File: src/motion_seq_defines.vh
// Constants for the motion search sequence control block.
// Notes on behaviour
// [RULE1] Reset must be held low one cycle first.
// [RULE2] Clock keeps running while reset is low.
// [RULE3] Vector 38 or 46 cycles after last pixel.
// [RULE4] Latency 32n+38 or 64n+46 from first pixel.
// [RULE5] One result strobe per start, with vector strobe.
// [RULE6] Freeze high stops the internal clock.
// [RULE7] Freeze of any length loses no pipeline data.
// [RULE8] Pipeline 8x8: right columns come 8 ahead.
// [RULE9] Row end: fill 7 columns from next row.
// [RULE10] Row end: edge limits set to right edge.
// [RULE11] Row start: edge limits set to left edge.
// [RULE12] Picture end: preload first block search window.
// [RULE13] 16 high, first 8 rows: middle, lower bands.
// [RULE14] 16 high, last 8 rows: upper, middle bands.
// [RULE15] Upper and lower bands may share one source.
// [RULE16] 8 high rectangular: two line delays or 3 reads.
// [RULE17] Four sub-windows: eight sequences, no pipelining.
// [RULE18] Sub-window result after 46th cycle of next sequence.
// [RULE19] Four devices in parallel cost two block periods.
// [RULE20] Clip component of -16 to -15.
// [RULE21] Pipelined sub-window pairs cost six block periods.
// [RULE22] Edge limits latched on first sequence cycle.
// [RULE23] Frozen: outputs and counters hold still; the bus slave and frozen_cnt_r keep running.
`ifndef MOTION_SEQ_DEFINES_VH
`define MOTION_SEQ_DEFINES_VH
`define OFS_CONFIG 4'h0
`define OFS_STATUS 4'h4
`define OFS_RESULTS 4'h8
`define OFS_FROZEN 4'hC
`define CFG_WIDTH_LSB 0
`define CFG_WIDTH_MSB 5
`define CFG_WIDTH_RESET 6'h02
`define ST_FROZEN 0
`define ST_H16 1
`define ST_RECT 2
`define ST_BUSY 3
`define ST_EDGE_LSB 4
`define ST_EDGE_MSB 7
`define ST_OVERRUN 8
`define ST_MISSING 9
`define TAIL_H8 13'h0026
`define TAIL_H16 13'h002E
`define SQ_N_H8 6'h02
`define SQ_N_H16 6'h04
`define EDGE_TOP 0
`define EDGE_RIGHT 1
`define EDGE_BOTTOM 2
`define EDGE_LEFT 3
`define VEC_MIN 4'h8
`define VEC_MAX 4'h7
`define VEC_ZERO 4'h0
`endif

File: src/latency_tracker.v
// Counts out block latencies and strobes when each one expires.
`timescale 1ns/10ps
module latency_tracker #(
   parameter SLOTS = 3,
   parameter W = 13
) (
   // Clock, reset and freeze enable
   input wire clk_sys,
   input wire rst_n,
   input wire en,
   // Start of a timed block and its latency minus one
   input wire start,
   input wire [W-1:0] load_val,
   // Expiry strobe and slot state
   output reg fire_r,
   output wire [SLOTS-1:0] busy,
   output wire overrun
);
   reg [SLOTS-1:0] grant;
   reg taken;
   integer k;
   wire [SLOTS-1:0] due;

   // Three slots cover the worst overlap, 8x4 blocks at n of one.
   always @* begin
      grant = {SLOTS{1'b0}};
      taken = 1'b0;
      for (k = 0; k < SLOTS; k = k + 1) begin
         if (start && !busy[k] && !taken) begin
            grant[k] = 1'b1;
            taken = 1'b1;
         end
      end
   end

   assign overrun = start & ~taken;

   genvar g;
   generate
      for (g = 0; g < SLOTS; g = g + 1) begin : slot
         reg [W-1:0] cnt_r;
         always @(posedge clk_sys or negedge rst_n) begin
            if (!rst_n) begin
               cnt_r <= {W{1'b0}};
            end else if (en) begin // RULE23
               if (grant[g]) begin
                  cnt_r <= load_val; // RULE4
               end else if (cnt_r != {W{1'b0}}) begin
                  cnt_r <= cnt_r - 1'b1;
               end
            end
         end
         assign busy[g] = (cnt_r != {W{1'b0}});
         assign due[g] = (cnt_r == {{(W-1){1'b0}}, 1'b1});
      end
   endgenerate

   always @(posedge clk_sys or negedge rst_n) begin
      if (!rst_n) begin
         fire_r <= 1'b0;
      end else if (en) begin // RULE23
         fire_r <= |due; // RULE5
      end
   end
endmodule // latency_tracker

File: src/seq_position.v
// Tracks the pixel position inside a block and the band selection.
`timescale 1ns/10ps
module seq_position #(
   parameter LW = 12
) (
   // Clock, reset and freeze enable
   input wire clk_sys,
   input wire rst_n,
   input wire en,
   // Block start and the shape of the current block
   input wire start,
   input wire h16,
   input wire rect,
   input wire [LW-1:0] len_m1,
   // Sequence state
   output wire seq_first,
   output wire missing_start,
   output reg band_upper_r,
   output reg band_middle_r,
   output reg band_lower_r
);
   reg [LW-1:0] pos_r;
   reg running_r;
   wire [LW-1:0] pos;
   wire last;

   assign pos = start ? {LW{1'b0}} : pos_r;
   assign last = (pos == len_m1);
   // A rectangular block never opens a sequence without its own start.
   assign seq_first = en & (start |
      (running_r & ~rect & (pos_r == {LW{1'b0}})));
   // Rectangular blocks have no known width, so each needs its own start.
   assign missing_start = en & running_r & rect & ~start &
      (pos_r == {LW{1'b0}});

   always @(posedge clk_sys or negedge rst_n) begin
      if (!rst_n) begin
         pos_r <= {LW{1'b0}};
         running_r <= 1'b0;
         band_upper_r <= 1'b0;
         band_middle_r <= 1'b0;
         band_lower_r <= 1'b0;
      end else if (en) begin // RULE7
         if (start) begin
            running_r <= 1'b1;
         end else if (missing_start) begin
            running_r <= 1'b0;
         end
         if (start || running_r) begin
            pos_r <= last ? {LW{1'b0}} : pos + 1'b1;
            band_middle_r <= 1'b1;
            band_lower_r <= ~h16 | ~pos[3]; // RULE13
            band_upper_r <= ~h16 | pos[3]; // RULE14
         end else begin
            band_middle_r <= 1'b0;
            band_lower_r <= 1'b0;
            band_upper_r <= 1'b0;
         end
      end
   end
endmodule // seq_position

File: src/motion_search_sequence_control.v
// Sequence, latency and freeze control of the motion search engine.
//
// Design decisions made here: the Avalon-MM slave port and the register offsets.
`timescale 1ns/10ps
`include "motion_seq_defines.vh"
module motion_search_sequence_control #(
   parameter SLOTS = 3,
   parameter LAT_W = 13
) (
   // Clock and reset
   input wire clk_sys,
   input wire rst_n,
   // Avalon-MM register slave
   input wire [3:0] address,
   input wire read,
   input wire write,
   input wire [31:0] writedata,
   output wire [31:0] readdata,
   output wire waitrequest,
   // Sequence pins
   input wire block_start_strobe_n,
   input wire height16_sel,
   input wire rect_sel,
   input wire [3:0] edge_limit_pins,
   input wire freeze,
   // Result strobes, active low
   output wire result_latency_strobe_n,
   output wire vector_ready_strobe_n,
   // Band use for the pixel taken in the previous cycle
   output wire band_upper_use,
   output wire band_middle_use,
   output wire band_lower_use,
   // Sequence start and the vector range of its search window
   output reg seq_first_r,
   output reg [3:0] edge_limit_r,
   output reg [3:0] horiz_min_r,
   output reg [3:0] horiz_max_r,
   output reg [3:0] vert_min_r,
   output reg [3:0] vert_max_r
);
   // Register state
   reg ack_r;
   reg [31:0] readdata_r;
   reg [5:0] cfg_width_r;
   reg overrun_r;
   reg missing_r;
   reg [15:0] results_r;
   reg [15:0] frozen_cnt_r;
   // Mode latched at the block start
   reg mode_h16_r;
   reg mode_rect_r;
   reg [11:0] mode_len_m1_r;
   // Combinational helpers
   reg [31:0] rd_mux;
   wire en;
   wire start;
   wire [5:0] new_n;
   wire [11:0] new_len;
   wire [LAT_W-1:0] new_lat;
   wire [LAT_W-1:0] new_lat_m1;
   wire [11:0] len_m1;
   wire cur_h16;
   wire cur_rect;
   wire seq_first;
   wire missing_start;
   wire lat_fire;
   wire vec_fire;
   wire [SLOTS-1:0] lat_busy;
   wire [SLOTS-1:0] vec_busy;
   wire lat_overrun;
   wire vec_overrun;
   wire access;
   wire wr_take;
   wire status_wr;

   // The whole sequencing core runs on this enable, so a freeze of any
   // length simply stops it with every stage intact.
   assign en = ~freeze; // RULE6
   assign start = en & ~block_start_strobe_n;

   // Block width in units of four; square blocks have a fixed width.
   assign new_n = rect_sel ? cfg_width_r :
      (height16_sel ? `SQ_N_H16 : `SQ_N_H8);
   assign new_len = height16_sel ? {new_n, 6'h00} : {1'b0, new_n, 5'h00};
   assign new_lat = {1'b0, new_len} +
      (height16_sel ? `TAIL_H16 : `TAIL_H8); // RULE3 RULE18
   assign new_lat_m1 = new_lat - 1'b1; // RULE4
   assign len_m1 = start ? (new_len - 1'b1) : mode_len_m1_r;
   assign cur_h16 = start ? height16_sel : mode_h16_r;
   assign cur_rect = start ? rect_sel : mode_rect_r;

   always @(posedge clk_sys or negedge rst_n) begin
      if (!rst_n) begin
         mode_h16_r <= 1'b0;
         mode_rect_r <= 1'b0;
         mode_len_m1_r <= 12'h03F;
      end else if (start) begin
         mode_h16_r <= height16_sel;
         mode_rect_r <= rect_sel;
         mode_len_m1_r <= new_len - 1'b1;
      end
   end

   seq_position #(
      .LW(12)
   ) u_pos (
      .clk_sys(clk_sys),
      .rst_n(rst_n),
      .en(en),
      .start(start),
      .h16(cur_h16),
      .rect(cur_rect),
      .len_m1(len_m1),
      .seq_first(seq_first),
      .missing_start(missing_start),
      .band_upper_r(band_upper_use),
      .band_middle_r(band_middle_use),
      .band_lower_r(band_lower_use)
   );

   // One tracker per start strobe and one per sequence; every strobed
   // sequence is timed by both, so the two strobes fall together.
   latency_tracker #(
      .SLOTS(SLOTS),
      .W(LAT_W)
   ) u_lat (
      .clk_sys(clk_sys),
      .rst_n(rst_n),
      .en(en),
      .start(start),
      .load_val(new_lat_m1),
      .fire_r(lat_fire),
      .busy(lat_busy),
      .overrun(lat_overrun)
   );

   latency_tracker #(
      .SLOTS(SLOTS),
      .W(LAT_W)
   ) u_vec (
      .clk_sys(clk_sys),
      .rst_n(rst_n),
      .en(en),
      .start(seq_first),
      .load_val(start ? new_lat_m1 :
         {1'b0, mode_len_m1_r} + (mode_h16_r ? `TAIL_H16 : `TAIL_H8)),
      .fire_r(vec_fire),
      .busy(vec_busy),
      .overrun(vec_overrun)
   );

   assign result_latency_strobe_n = ~lat_fire; // RULE5
   assign vector_ready_strobe_n = ~vec_fire; // RULE5

   // Edge limits belong to the window loaded in this very sequence.
   always @(posedge clk_sys or negedge rst_n) begin
      if (!rst_n) begin
         seq_first_r <= 1'b0;
         edge_limit_r <= 4'h0;
         horiz_min_r <= `VEC_MIN;
         horiz_max_r <= `VEC_MAX;
         vert_min_r <= `VEC_MIN;
         vert_max_r <= `VEC_MAX;
      end else if (en) begin // RULE23
         seq_first_r <= seq_first;
         if (seq_first) begin
            edge_limit_r <= edge_limit_pins; // RULE22
            horiz_min_r <= edge_limit_pins[`EDGE_LEFT] ? `VEC_ZERO :
               `VEC_MIN;
            horiz_max_r <= edge_limit_pins[`EDGE_RIGHT] ? `VEC_ZERO :
               `VEC_MAX;
            vert_min_r <= edge_limit_pins[`EDGE_TOP] ? `VEC_ZERO :
               `VEC_MIN;
            vert_max_r <= edge_limit_pins[`EDGE_BOTTOM] ? `VEC_ZERO :
               `VEC_MAX;
         end
      end
   end

   // Bus slave: one wait state, then the answer on the following edge.
   assign access = read | write;
   assign waitrequest = access & ~ack_r;
   assign wr_take = write & ack_r;
   assign status_wr = wr_take & (address == `OFS_STATUS);
   assign readdata = readdata_r;

   always @* begin
      rd_mux = 32'h00000000;
      case (address)
         `OFS_CONFIG: rd_mux[`CFG_WIDTH_MSB:`CFG_WIDTH_LSB] = cfg_width_r;
         `OFS_STATUS: begin
            rd_mux[`ST_FROZEN] = freeze;
            rd_mux[`ST_H16] = mode_h16_r;
            rd_mux[`ST_RECT] = mode_rect_r;
            rd_mux[`ST_BUSY] = |vec_busy;
            rd_mux[`ST_EDGE_MSB:`ST_EDGE_LSB] = edge_limit_r;
            rd_mux[`ST_OVERRUN] = overrun_r;
            rd_mux[`ST_MISSING] = missing_r;
         end
         `OFS_RESULTS: rd_mux[15:0] = results_r;
         `OFS_FROZEN: rd_mux[15:0] = frozen_cnt_r;
         default: rd_mux = 32'h00000000;
      endcase
   end

   always @(posedge clk_sys or negedge rst_n) begin
      if (!rst_n) begin
         ack_r <= 1'b0;
         readdata_r <= 32'h00000000;
         cfg_width_r <= `CFG_WIDTH_RESET;
      end else begin
         ack_r <= access & ~ack_r;
         if (read && !ack_r) begin
            readdata_r <= rd_mux;
         end
         if (wr_take && address == `OFS_CONFIG &&
               writedata[`CFG_WIDTH_MSB:`CFG_WIDTH_LSB] != 6'h00) begin
            cfg_width_r <= writedata[`CFG_WIDTH_MSB:`CFG_WIDTH_LSB];
         end
      end
   end

   // Error flags: a new event in the clearing cycle keeps the flag set.
   always @(posedge clk_sys or negedge rst_n) begin
      if (!rst_n) begin
         overrun_r <= 1'b0;
         missing_r <= 1'b0;
      end else begin
         if (lat_overrun || vec_overrun) begin
            overrun_r <= 1'b1;
         end else if (status_wr && writedata[`ST_OVERRUN]) begin
            overrun_r <= 1'b0;
         end
         if (missing_start) begin
            missing_r <= 1'b1;
         end else if (status_wr && writedata[`ST_MISSING]) begin
            missing_r <= 1'b0;
         end
      end
   end

   // Counters of delivered vectors and of frozen cycles, both saturating
   // so software never sees a wrap it could mistake for a small count.
   always @(posedge clk_sys or negedge rst_n) begin
      if (!rst_n) begin
         results_r <= 16'h0000;
         frozen_cnt_r <= 16'h0000;
      end else begin
         if (en && vec_fire && results_r != 16'hFFFF) begin
            results_r <= results_r + 1'b1;
         end
         if (freeze && frozen_cnt_r != 16'hFFFF) begin
            frozen_cnt_r <= frozen_cnt_r + 1'b1;
         end
      end
   end
endmodule // motion_search_sequence_control

File: config.mk
export PLATFORM = sky130hd
export DESIGN_NAME = motion_search_sequence_control
export DESIGN_NICKNAME = d
export VERILOG_FILES = /design/src/latency_tracker.v /design/src/seq_position.v /design/src/motion_search_sequence_control.v
export VERILOG_INCLUDE_DIRS = /design/src /design/src/src
export SDC_FILE = /design/constraint.sdc
export NUM_CORES = 1
export LEC_CHECK = 0
export ABC_AREA = 1
export BUFFER_PORTS_ARGS = -buffer_cell sky130_fd_sc_hd__buf_2
export CAP_MARGIN = 20
export CORE_MARGIN = 3
export CORE_UTILIZATION = 40
export DETAILED_ROUTE_END_ITERATION = 10
export PLACE_DENSITY = 0.59
export SYNTH_ARGS = -nofsm -noshare
export SYNTH_HDL_FRONTEND = slang
export SYNTH_SLANG_ARGS = --single-unit
File: constraint.sdc
create_clock -name clk_sys -period 4.3 [get_ports clk_sys]
set_clock_uncertainty 0.1 [all_clocks]
set_input_delay 0.215 -clock clk_sys [delete_from_list [all_inputs] [get_ports clk_sys]]
set_output_delay 0.215 -clock clk_sys [all_outputs]
set_load 0.1 [all_outputs]
-- After elaboration in Yosys (flattened, before gate mapping)
Cells that the tools add are included.
- add/sub/neg operators: 13
- equal/unequal tests: 12
- mux-type cells: 49
- bitwise operators: 28
- reductions and logical operators: 61
- operator list (cell ; number):
    13-bit two-way mux ; 13
    13-bit by 1-bit subtractor with 13-bit output, second input constant ; 7
    13-bit by 1-bit == test with 1-bit output, second input constant ; 6
    13-bit nonzero test ; 6
    12-bit two-way mux ; 4
    16-bit by 1-bit adder with 16-bit output, second input constant ; 2
    16-bit != test, second input constant ; 2
    12-bit by 6-bit adder with 13-bit output ; 2
    6-bit case mux with 4 select lines ; 1
    1-bit two-way mux ; 21
    1-bit logical AND ; 18
    2-bit AND reduction ; 9
    2-bit nonzero test ; 9
    4-bit two-way mux ; 4
    1-bit AND ; 13
    12-bit by 1-bit adder with 12-bit output, second input constant ; 1
    12-bit == test ; 1
    12-bit zero test ; 1
    4-bit case mux with 3 select lines ; 1
    6-bit case mux with 2 select lines ; 1
    12-bit by 1-bit subtractor with 12-bit output, second input constant ; 1
    1-bit zero test ; 11
    1-bit NOT ; 11
    3-bit two-way mux ; 3
    other kinds (8) ; 15
- bits in registers: 188
- word-level logic and storage cells: 192

-- Depth between registers and ports, before layout
- word-level depth: 20
- mapped depth: 18

-- Cells and area by module
From an unflattened synthesis, not the netlist that was laid out.
- cell total of the unflattened synthesis: 1842
- area total of the unflattened synthesis: 12777.3 um2
- by module, submodules not included (module ; instances ; cells an instance ; area each (um2)):
    motion_search_sequence_control ; 1 ; 706 ; 5028.6
    latency_tracker at u_lat ; 1 ; 453 ; 3185.6
    latency_tracker at u_vec ; 1 ; 455 ; 3165.5
    seq_position ; 1 ; 228 ; 1397.6

-- Worst setup path after synthesis
No wires, ideal clock.
- kind: register to register
- start point: reg cfg_width_r[1]
- end point: reg u_pos.pos_r[5]
- library setup time: 116 ps
- data arrival time: 1965 ps
- data required time: 4084 ps
- setup slack: 2118 ps
- cell stages (with the launch flop): 19
- clock period less this slack: 2182 ps
- path through: dfstp_2 > inv_1 > nand2_1 > nand2_1 > o21ai_0 > inv_1 > ha_1 > nand2_1 > nand2_1 > nor2_1 > nor2_1 > nand2_1 > nor2_1 > nand3_1 > nor2_1 > nand4_1 > buf_2 > nand2_1 > nand2_1
- word-level cells in the longest chain between the ends: 6
- ends and longest elaborated chain (item ; line ; RTL):
    start, declared ; motion_search_sequence_control.v:44 ; reg [5:0] cfg_width_r;
    start signal, assigned ; motion_search_sequence_control.v:210 ; cfg_width_r <= `CFG_WIDTH_RESET;
    start signal, assigned ; motion_search_sequence_control.v:218 ; cfg_width_r <= writedata[`CFG_WIDTH_MSB:`CFG_WIDTH_LSB];
    6-bit two-way mux ; motion_search_sequence_control.v:82 ; assign new_n = rect_sel ? cfg_width_r :
    12-bit two-way mux ; motion_search_sequence_control.v:84 ; assign new_len = height16_sel ? {new_n, 6'h00} : {1'b0, new_n, 5'h00};
    12-bit by 1-bit subtractor with 12-bit output ; motion_search_sequence_control.v:88 ; assign len_m1 = start ? (new_len - 1'b1) : mode_len_m1_r;
    12-bit two-way mux ; - ;
    12-bit == test ; seq_position.v:28 ; assign last = (pos == len_m1);
    12-bit two-way mux ; seq_position.v:50 ; pos_r <= last ? {LW{1'b0}} : pos + 1'b1;
    end signal, assigned ; seq_position.v:38 ; pos_r <= {LW{1'b0}};
    end signal, assigned ; seq_position.v:50 ;
    end, declared ; seq_position.v:22 ; reg [LW-1:0] pos_r;
No other way between the ends.
A chain may end at the register's enable or synchronous reset.

-- Final worst setup path
- start point: reg cfg_width_r[1]
- end point: reg u_pos.pos_r[9]
The elaborated chain is that of the path after synthesis.

==> results.py <==
metrics = {
    "outcome": {
        "outcome": "finished clean",
    },
    "critical_path": {
        "cp_max_fo": 12,
        "cpMaxStageDelayCell": "dfstp_2",
        "path_cells": "inv_1, nand2_1, nand2_1, o21ai_0, inv_1, ha_1, nand2_1, nand2_1, nor2_1, nor2_1, nand2_1, nor2_1, nand3_1, nor2_1, nand4_1, nand2_1, nand2_1",
        "worstSetupStartpointType": "flop",
        "end_kind": "flop",
        "required_ps": 4520,
        "path_class": "flop to flop",
        "arrival_ps": 2990,
        "cpMostUsedCell": "nand2_1",
        "cp_slowest_stage_delay_ps": 580,
    },
    "timing": {
        "period_needed_ps": 2770,
        "period_share": 0.644,
        "slew_headroom": 0.282,
        "maxSlewViolCount": 0,
        "tightestPinTransition_ps": 1060,
        "setup-violations-final": 0,
        "fmax_mhz": 361,
        "hold_viol_final": 0,
        "tns_ps": 0,
        "rsz0062_at_grt": "false",
    },
    "hold_path": {
        "hp-class": "primary input to flop",
    },
    "clocking": {
        "cts_buffer_depth": 2,
        "cts.sinks": 176,
        "clkLatencyLatePin_ps": 440,
        "cts_root_buf": "clkbuf_16",
        "tritoncts": "built",
        "post_cts_buffers": 0,
        "cts_buffers": 17,
        "cts_resized": 0,
        "htreeDepth": 4,
        "hold_buffers": 13,
        "cts.clk_slew.worst_paths_ps": 70,
    },
    "global_route": {
        "grt_use_total": 0.203,
        "grt_pass1_wl_microns": 47800,
        "grt_pass1_vias": 9297,
        "antenna_found_initial": 1,
        "grt_max_degree": 96,
        "grt.overflow.total": 0,
    },
    "power_and_ir_drop": {
        "power.share.sequential": 0.362,
        "power_w": 0.00712,
        "ir_drop_mv": 0.326,
        "p_comb_frac": 0.410,
        "clkPwrFrac": 0.228,
        "power_density_nw_per_um2": 580,
        "leakagePower_nw": 6.20,
        "p_int_w": 0.00389,
        "power.switching_w": 0.00324,
        "power_switching_share": 0.454,
    },
    "die": {
        "die_area_sq_um": 29600,
        "core_sq_um": 27000,
        "die_y_microns": 172,
        "die_w_microns": 172,
        "ioPinCount": 107,
        "initial_core_util": 0.409,
        "num_rows": 60,
    },
    "drt": {
        "first_pass_iters": 5,
        "via_count": 9927,
        "viasPerCell": 5.05,
        "wire_per_inst_microns": 14.9,
        "ant_nets": 0,
        "wirelength_microns": 29300,
        "drt_iter0_drc": 731,
        "drc": 0,
    },
    "placed_design": {
        "place_area_sq_um": 11500,
        "io_buffers": 58,
        "dp.cells": 1921,
        "gp_congestion": 0.911,
        "hpwl_microns": 21300,
    },
    "logic_synthesis": {
        "syn_avg_cell_area_sq_um": 7.12,
        "synth_warnings": 0,
        "synth-async-reset-ratio": 1.00,
        "synthCells": 1551,
        "synth_area_sq_um": 11000,
        "synth-edff-count": 0,
        "synthFlopType": "dfrtp_1",
        "ys_ff_latch": 176,
        "synth.distinct_cells": 48,
        "ys_seq_area_frac": 0.400,
    },
    "flow_run": {
        "maxCapViolations": 0,
    },
    "finish": {
        "syn2layout_area_growth_pct": 11.3,
        "layout_commonest_cell": "nand2_1",
        "layout_common_cells": "nand2_1, inv_1, dfrtp_1",
        "layout-drive-gt1-share": 0.0862,
        "nets": 1683,
        "fin_area_sq_um": 12300,
        "fin_cells": 1967,
    },
}
==> metal layers <==
metal	GRT usage	share of wire
met1	0.278	0.47
met2	0.328	0.46
met3	0.0325	0.041
met4	0.0680	0.024
met5	0	0
==> flip-flops by register name, summed over array words and instances, names as in the netlist, 4 cells and up <==
name / cells
u_lat.slot.cnt_r: 39
edge_limit_r: 4
mode_len_m1_r: 12
results_r: 16
u_pos.pos_r: 12
frozen_cnt_r: 16
readdata: 16
cfg_width_r: 6
u_vec.slot.cnt_r: 39
==> synthesized netlist by cell type, drive strengths merged (12+ instances only) <==
master    n  area (sq um)
o21ai   134           674
buf      54           370
nand2   433          1630
nand3   108           558
o211ai   18           135
a31oi    13          81.3
nor3     42           220
o22ai    12          75.1
nor2    167           652
nand4    23           156
dfrtp   165          4130
inv     216           811
a21oi    29           160
xor2     57           499
ha       23           288
==> critical path: cells and delay by family (launching register included) <==
kind	cells	cell delay (ps)
DFF	1	580
adders and majority gates	1	290
and+or+nand+nor	13	1400
buffers and inverters	2	170
AOI/OAI and AO/OA	1	120
==> cell families after synthesis <==
kind of cell               synth area share
and+or+nand+nor                       0.299
muxes                               0.00102
AOI/OAI and AO/OA                     0.111
xor gates and xnor gates             0.0524
DFF                                   0.400
adders and majority gates            0.0261
other                              0.000340
buffers and inverters                 0.110
==> stage by stage <==
stage	setup WS (ps)	utilization	hold slack [ps]
after CTS	1480	0.454	5.61
after global routing	1150	0.455	34.0
final	1530	0.455	20.2
after global placement	1360	0.427	250
after floorplan	2120	-	-181
after detailed placement	1330	0.427	243
==> power groups by stage <==
| stage | Sequential (W) | Combinational (W) | Clock [W] |
|---|---|---|---|
| finish | 0.00258 | 0.00292 | 0.00162 |
| global route | 0.00266 | 0.00331 | 0.00173 |
| CTS | 0.00258 | 0.00293 | 0.00166 |
| detailed placement | 0.00260 | 0.00291 | 0 |
| global placement | 0.00259 | 0.00286 | 0 |
| floorplan | 0.00293 | 0.00197 | 0 |
==> layout make-up <==
cell class,instances,area [sq um]
sequential,176,4420
fill,2688,14700
multi-input combinational,1118,5490
clock buffer,20,457
antenna,1,2.50
tap,341,427
timing repair buffer,82,524
inverter,217,815
clock inverter,12,153
==> path summary, 6_finish.rpt <==
kind / cells past startpoint / endpoint / start / slack (ps)
worst max-delay path: 17 / u_pos.pos_r[9]$_DFFE_PN0P_ / cfg_width_r[1]$_DFFE_PN1P_ / 1530
worst min-delay path: 4 / missing_r$_DFFE_PN0P_ / writedata[9] / 20
worst max register to register: 17 / u_pos.pos_r[9]$_DFFE_PN0P_ / cfg_width_r[1]$_DFFE_PN1P_ / 1530
worst min register to register: 1 / ack_r$_DFF_PN0_ / ack_r$_DFF_PN0_ / 370
max in group asynchronous: 3 / mode_len_m1_r[3]$_DFF_PN1_ / rst_n / 2860
min in group asynchronous: 2 / results_r[11]$_DFFE_PN0P_ / rst_n / 290
Power figures use the tool's default switching activity.
